## config.mk

```make
export PLATFORM = sky130hd
export DESIGN_NAME = low_voltage_detect_control
export DESIGN_NICKNAME = d
export VERILOG_FILES = /design/src/lvd_pkg.sv /design/src/low_voltage_detect_control.sv
export SDC_FILE = /design/constraint.sdc
export NUM_CORES = 1
export LEC_CHECK = 0
export ABC_AREA = 1
export BUFFER_PORTS_ARGS = -buffer_cell sky130_fd_sc_hd__buf_4
export CAP_MARGIN = 20
export CORE_ASPECT_RATIO = 1.2
export CORE_MARGIN = 2
export CORE_UTILIZATION = 50
export DETAILED_ROUTE_END_ITERATION = 12
export PLACE_DENSITY_LB_ADDON = 0.15
export SLEW_MARGIN = 20
export SYNTH_ARGS = -nofsm -noshare
export SYNTH_HDL_FRONTEND = slang
export SYNTH_SLANG_ARGS = --single-unit
```

## constraint.sdc

```tcl
create_clock -name mclk -period 1.7 [get_ports mclk]
set_input_delay 0.17 -clock mclk [delete_from_list [all_inputs] [get_ports mclk]]
set_output_delay 0.17 -clock mclk [all_outputs]
set_load 0.01 [all_outputs]
```

## src/lvd_pkg.sv

```systemverilog
package lvd_pkg;
	// Register map
	localparam logic [15:0] CTRL_ADDR        = 16'hFFBE;
	localparam logic [7:0]  CTRL_RESET       = 8'h00;
	localparam int          ENABLE_BIT       = 7;
	localparam int          SELECT_BIT       = 2;
	localparam int          MODE_BIT         = 1;
	localparam int          FLAG_BIT         = 0;
	localparam logic [7:0]  CTRL_WMASK       = 8'h86;
	// Timing at the 100 MHz system clock
	localparam int          CLK_MHZ          = 100;
	localparam int          MIN_PULSE_US     = 200;
	localparam int          MIN_PULSE_CYCLES = MIN_PULSE_US * CLK_MHZ;

	typedef struct packed {
		logic enable;
		logic select;
		logic mode;
	} ctrl_s;
endpackage : lvd_pkg

```

## src/low_voltage_detect_control.sv

```systemverilog
// Function
// - Enable bit one starts the comparator; zero disables detection.
// - Flag reads zero at or above threshold, or when detection is off.
// - Flag reads one when selected voltage is below its threshold.
// - Mode one: reset while low; mode zero: interrupt on each crossing.
// - Non-detector resets clear the register; detector reset keeps its control bits but clears the flag.
// - Flag bit 0 is read-only; writes do not alter it.
// - Flag sets only after below-threshold lasts the minimum pulse width.
module low_voltage_detect_control #(
	parameter int PULSE_CYCLES = lvd_pkg::MIN_PULSE_CYCLES
) (
	// Clock and resets
	input  wire logic        mclk,
	input  wire logic        rst,
	input  wire logic        detector_reset,
	// Register port
	input  wire logic [15:0] addr,
	input  wire logic [7:0]  wdata,
	input  wire logic        wr,
	input  wire logic        rd,
	output logic      [7:0]  rdata,
	// Analog comparator side
	output logic             comparator_on,
	output logic             source_select,
	input  wire logic        supply_low,
	input  wire logic        pin_low,
	// Responses
	output logic             lvd_reset_req,
	output logic             lvd_irq
);
	// Low-pulse counter is only 20 bits wide
	if (PULSE_CYCLES < 1 || PULSE_CYCLES > 1000000) begin : g_bad_pulse
		$error("PULSE_CYCLES out of range");
	end

	lvd_pkg::ctrl_s ctrl;
	logic           low_flag;
	logic [1:0]     sync_supply;
	logic [1:0]     sync_pin;
	logic           sel_low;
	logic [19:0]    low_count;
	logic           next_flag;
	logic           flag_d;
	logic [7:0]     read_word;
	logic           ctrl_hit_wr;
	logic           ctrl_hit_rd;

	// Register hits on the plain port
	assign ctrl_hit_wr = wr && (addr == lvd_pkg::CTRL_ADDR);
	assign ctrl_hit_rd = rd && (addr == lvd_pkg::CTRL_ADDR);

	always_ff @(posedge mclk) begin
		if (rst && !detector_reset) begin
			ctrl <= '0;
		end else if (!rst && ctrl_hit_wr) begin
			ctrl.enable <= wdata[lvd_pkg::ENABLE_BIT];
			ctrl.select <= wdata[lvd_pkg::SELECT_BIT];
			ctrl.mode   <= wdata[lvd_pkg::MODE_BIT];
		end
	end

	assign comparator_on = ctrl.enable;
	assign source_select = ctrl.select;

	always_ff @(posedge mclk) begin
		if (rst) begin
			sync_supply <= 2'h0;
			sync_pin    <= 2'h0;
		end else begin
			sync_supply <= {sync_supply[0], supply_low};
			sync_pin    <= {sync_pin[0], pin_low};
		end
	end

	assign sel_low = ctrl.select ? sync_pin[1] : sync_supply[1];

	always_ff @(posedge mclk) begin
		if (rst || !ctrl.enable || !sel_low)
			low_count <= 20'h00000;
		else if (low_count < 20'(PULSE_CYCLES))
			low_count <= low_count + 20'h00001;
	end

	always_comb begin
		next_flag = ctrl.enable && sel_low &&
			(low_count >= 20'(PULSE_CYCLES - 1));
	end

	always_ff @(posedge mclk) begin
		if (rst) begin
			low_flag <= 1'b0;
			flag_d   <= 1'b0;
		end else begin
			low_flag <= next_flag;
			flag_d   <= low_flag;
		end
	end

	always_ff @(posedge mclk) begin
		if (rst) begin
			lvd_reset_req <= 1'b0;
			lvd_irq       <= 1'b0;
		end else begin
			lvd_reset_req <= ctrl.mode && low_flag;
			lvd_irq       <= !ctrl.mode && (low_flag != flag_d);
		end
	end

	always_comb begin
		read_word                      = 8'h00;
		read_word[lvd_pkg::ENABLE_BIT] = ctrl.enable;
		read_word[lvd_pkg::SELECT_BIT] = ctrl.select;
		read_word[lvd_pkg::MODE_BIT]   = ctrl.mode;
		read_word[lvd_pkg::FLAG_BIT]   = low_flag;
	end

	always_ff @(posedge mclk) begin
		if (rst)
			rdata <= 8'h00;
		else if (ctrl_hit_rd)
			rdata <= read_word;
		else
			rdata <= 8'h00;
	end

	chk_flag_off_zero: assert property (
		@(posedge mclk) disable iff (rst)
		!ctrl.enable |=> !low_flag)
		else $error("flag set while disabled");

	chk_flag_clears_high: assert property (
		@(posedge mclk) disable iff (rst)
		!sel_low |=> !low_flag)
		else $error("flag kept while input high");

	chk_flag_needs_low: assert property (
		@(posedge mclk) disable iff (rst)
		$rose(low_flag) |-> $past(sel_low))
		else $error("flag rose without low input");

	chk_reset_follows: assert property (
		@(posedge mclk) disable iff (rst)
		(ctrl.mode && low_flag) |=> lvd_reset_req)
		else $error("reset not raised");

	chk_reset_release: assert property (
		@(posedge mclk) disable iff (rst)
		!low_flag |=> !lvd_reset_req)
		else $error("reset not released");

	chk_reset_mode_only: assert property (
		@(posedge mclk) disable iff (rst)
		!ctrl.mode |=> !lvd_reset_req)
		else $error("reset raised in interrupt mode");

	// A reset clears flag and delay alike, so it is no crossing
	chk_irq_on_cross: assert property (
		@(posedge mclk) disable iff (rst)
		(!ctrl.mode && $changed(low_flag) && !$past(rst)) |=> lvd_irq)
		else $error("crossing interrupt missing");

	chk_irq_mode_only: assert property (
		@(posedge mclk) disable iff (rst)
		ctrl.mode |=> !lvd_irq)
		else $error("interrupt raised in reset mode");

	chk_mode_write: assert property (
		@(posedge mclk) disable iff (rst)
		ctrl_hit_wr |=> ctrl.mode == $past(wdata[lvd_pkg::MODE_BIT]))
		else $error("mode write lost");

	chk_filter_hold: assert property (
		@(posedge mclk) disable iff (rst)
		$rose(low_flag) |-> $past(low_count) >= 20'(PULSE_CYCLES - 1))
		else $error("flag set before pulse width");

	chk_count_clear: assert property (
		@(posedge mclk) disable iff (rst)
		!sel_low |=> low_count == 20'h00000)
		else $error("pulse counter not cleared");

	chk_count_bounded: assert property (
		@(posedge mclk) disable iff (rst)
		low_count <= 20'(PULSE_CYCLES))
		else $error("pulse counter overran");

	chk_reserved_zero: assert property (
		@(posedge mclk) disable iff (rst)
		rdata[6:3] == 4'h0)
		else $error("reserved bits nonzero");

	chk_clear_reset: assert property (
		@(posedge mclk)
		(rst && !detector_reset) |=> (ctrl == '0))
		else $error("control not cleared");

	chk_keep_on_detector: assert property (
		@(posedge mclk)
		(rst && detector_reset) |=> $stable(ctrl))
		else $error("control lost on detector reset");

	chk_enable_write: assert property (
		@(posedge mclk) disable iff (rst)
		ctrl_hit_wr |=> comparator_on == $past(wdata[lvd_pkg::ENABLE_BIT]))
		else $error("enable write lost");

	chk_select_write: assert property (
		@(posedge mclk) disable iff (rst)
		ctrl_hit_wr |=> source_select == $past(wdata[lvd_pkg::SELECT_BIT]))
		else $error("select write lost");

	chk_flag_readonly: assert property (
		@(posedge mclk) disable iff (rst)
		ctrl_hit_rd |=> rdata[0] == $past(low_flag))
		else $error("flag readback wrong");

	// Two clean edges are needed before the chain holds real data
	chk_sync_supply_path: assert property (
		@(posedge mclk) disable iff (rst)
		(!$past(rst) && !$past(rst, 2)) |->
		sync_supply[1] == $past(supply_low, 2))
		else $error("supply synchroniser delay wrong");

	chk_sync_pin_path: assert property (
		@(posedge mclk) disable iff (rst)
		(!$past(rst) && !$past(rst, 2)) |->
		sync_pin[1] == $past(pin_low, 2))
		else $error("pin synchroniser delay wrong");
endmodule : low_voltage_detect_control

```

==> flow_metrics.env <==
export IMPL_outcome="finished, final reports clean"
export IMPL_endpoint_kind="flip-flop"
export IMPL_p_seq_share_pct=56.3
export IMPL_cts_sinks=35
export IMPL_power_leakage_uw=0.000892
export IMPL_drt_iter0_markers=66
export IMPL_grt_max_degree=16
export IMPL_critPathTopFamily="simple AND/OR/NAND/NOR gates"
export IMPL_slowest_stage="nor2_2"
export IMPL_ys_warnings_count=0
export IMPL_clkLatencyLatePin_ns=0.29
export IMPL_n_fill_cell=326
export IMPL_drive_gt1_share_pct=17.8
export IMPL_combinationalPowerShare_pct=4.2
export IMPL_critPathMaxStageDelay_ns=0.36
export IMPL_crit_type="flip-flop to flip-flop"
export IMPL_internal_power_uw=1150
export IMPL_multi_input_area_um2=801
export IMPL_layout_min_cycle_time_ns=1.46
export IMPL_grt_usage_pct=18.9
export IMPL_critPathMaxFanout=9
export IMPL_async_flop_share_pct=0
export IMPL_crit_required_ns=1.92
export IMPL_antenna_found_initial=0
export IMPL_port_buffers=33
export IMPL_cts_resized_gates=0
export IMPL_reg2reg_to="low_count[4]"
export IMPL_die_y_um=67.6
export IMPL_regToRegSetupSlack_ns=0.24
export IMPL_ctsLongestPathBuffers=2
export IMPL_hold_path_class="input port to flip-flop"
export IMPL_cts_hold_buf=0
export IMPL_min_from="supply_low"
export IMPL_ir_drop_mv=0.645
export IMPL_netlist_area_um2=1690
export IMPL_die_area_um2=3860
export IMPL_synth_ff_type="dfxtp_1"
export IMPL_fmaxAchievable_mhz=685
export IMPL_tns_ns=0
export IMPL_holdPathStages=3
export IMPL_grt_overflow_total=0
export IMPL_syn_inst=249
export IMPL_seqCellArea_um2=701
export IMPL_post_cts_setup_buffers=0
export IMPL_htreeDepth=2
export IMPL_clock_tree_root_cell="clkbuf_8"
export IMPL_vias=1552
export IMPL_fin_crit_sh_pct=85.9
export IMPL_skew_ns=0.00324
export IMPL_diodes=0
export IMPL_reg2reg_from="low_count[12]"
export IMPL_numCtsBuffers=5
export IMPL_rows=23
export IMPL_drtAntennaViolNets=0
export IMPL_gp_congestion=0.832
export IMPL_hold_violations=0
export IMPL_min_to="sync_supply[0]"
export IMPL_swShare_pct=21.5
export IMPL_start_util_pct=51.4
export IMPL_setup_viol=0
export IMPL_critPathBufInv=1
export IMPL_p_clk_share_pct=39.5
export IMPL_path_cells="nor2_1 > o21ai_0 > nor2_2 > buf_4 > nand3_1 > a21oi_1"
export IMPL_area_growth_pct=20.4
export IMPL_wire_per_inst_um=9.72
export IMPL_grt_pass1_wl_um=5710
export IMPL_p_switching_uw=316
export IMPL_post_route_util_pct=61.9
export IMPL_rsz0062_at_grt="no"
export IMPL_first_pass_iters=4
export IMPL_coreArea_um2=3280
export IMPL_path_clk_slew_ns=0.07
export IMPL_grt_pass1_vias=1388
export IMPL_startpoint_type="flip-flop"
export IMPL_slew_violations=0
export IMPL_synth_area_per_cell_um2=6.77
export IMPL_synth_seq_cells=35
export IMPL_powerDensity_nw_per_um2=722
export IMPL_die_w_um=57.0
export IMPL_wirelength_um=3150
export IMPL_max_cap_violations=0
export IMPL_post_route_drc_count=0
export IMPL_synth_distinct_cells=23
export IMPL_vias_per_cell=4.79
export IMPL_arrival_ns=1.68
export IMPL_r2r_cells=6
export IMPL_finalNetCount=318
export IMPL_io_pins=43
export IMPL_synth_seq_area_share_pct=41.5
export IMPL_cts_tree="built"
export IMPL_dpl_hpwl_um=2380
export IMPL_synth_edff_count=0
-- cell usage after synthesis (2+ instances only) --
master    n  area [µm²]
a21oi_1  10        50.1
o21ai_0   4        20.0
nor2_1   41         154
nor2_2    4        25.0
xnor2_1   2        17.5
buf_6     2        22.5
nor3_1    3        15.0
dfxtp_1  35         701
xor2_1    2        17.5
nand2_1  66         248
nand2_4   2        22.5
inv_1    36         135
nand3_1  24         120
nand4_1   6        37.5
buf_4     4        30.0
-- power groups by stage --
| stage | sequential (µW) | combinational, µW | clock, µW |
|---|---|---|---|
| 2_1_floorplan | 843 | 24.4 | 0 |
| 3_3_place_gp | 844 | 61.2 | 0 |
| 3_5_place_dp | 844 | 62.2 | 0 |
| 4_1_cts | 825 | 62.3 | 610 |
| 5_1_grt | 825 | 69.8 | 636 |
| 6_report | 825 | 61.5 | 580 |
-- stage by stage --
stage	worst slack [ns]	hold slack (ns)	std cells	total power [µW]	area (µm²)
floorplan	0.423	0.277	252	868	1700
global placement	0.280	0.369	316	905	1950
detailed placement	0.258	0.379	316	906	1950
CTS	0.239	0.0668	324	1500	2030
global route	0.0469	0.0919	324	1530	2030
finish	0.240	0.0816	324	1470	2030
-- sequential cells by signal, summed over array words and instances (netlist names), 2 cells and up --
name,flops
rdata,4
sync_supply,2
low_count,20
sync_pin,2
-- kinds of logic (layout without fill, tap and decap cells) --
group                      Yosys count  count (layout)  synth area share [%]
AOI/OAI and AO/OA                   15              15                  5.12
xor gates and xnor gates             4               4                  2.08
adders and majority gates            1               1                 0.742
DFF                                 35              35                  41.5
and+or+nand+nor                    149             149                  38.7
buffers and inverters               44              79                  11.6
other                                1               4                 0.222
-- worst max path at each step --
stage | start | to | cells after the start
after CTS | low_count[12] | low_count[4] | 6
final | low_count[12] | low_count[4] | 6
after global placement | low_count[12] | low_count[1] | 6
after floorplan | low_count[12] | low_count[12] | 9
after global routing | low_count[12] | low_count[1] | 6
after detailed placement | low_count[12] | low_count[1] | 6
-- tightest hold or removal path, delay by kind of cell --
family        cells  cell delay, ns
buf+inv           2            0.11
simple gates      1            0.06
-- layer usage --
metal / vias up / global-route usage (%) / wire, µm
met4: 0 / 6.98 / 46
li1: 834 / - / -
met3: 5 / 5.36 / 163
met1: 673 / 21.9 / 1430
met5: - / 0 / 0
met2: 40 / 33.0 / 1510
-- area by class of cell --
class / instances / share of cell area, %
Clock buffer: 6 / 3.57
Clock inverter: 2 / 0.616
Inverter: 36 / 6.65
Multi-Input combinational cell: 173 / 39.4
Sequential cell: 35 / 34.5
Tap cell: 37 / 2.28
Timing Repair Buffer: 35 / 12.9
-- placed cells by master (no fill, tap or decap), drive strengths merged --
| master | instances |
|---|---|
| nand2 | 69 |
| nor2 | 45 |
| inv | 36 |
| dfxtp | 35 |
| buf | 35 |
| nand3 | 24 |
| a21oi | 11 |
| nand4 | 6 |
| clkbuf | 6 |
| o21ai | 4 |
| conb | 4 |
| nor3 | 4 |
| xor2 | 2 |
| xnor2 | 2 |
| nand3b | 1 |
| ha | 1 |
| clkinvlp | 1 |
| clkinv | 1 |
Note: power is estimated with default switching activity, not from simulation.
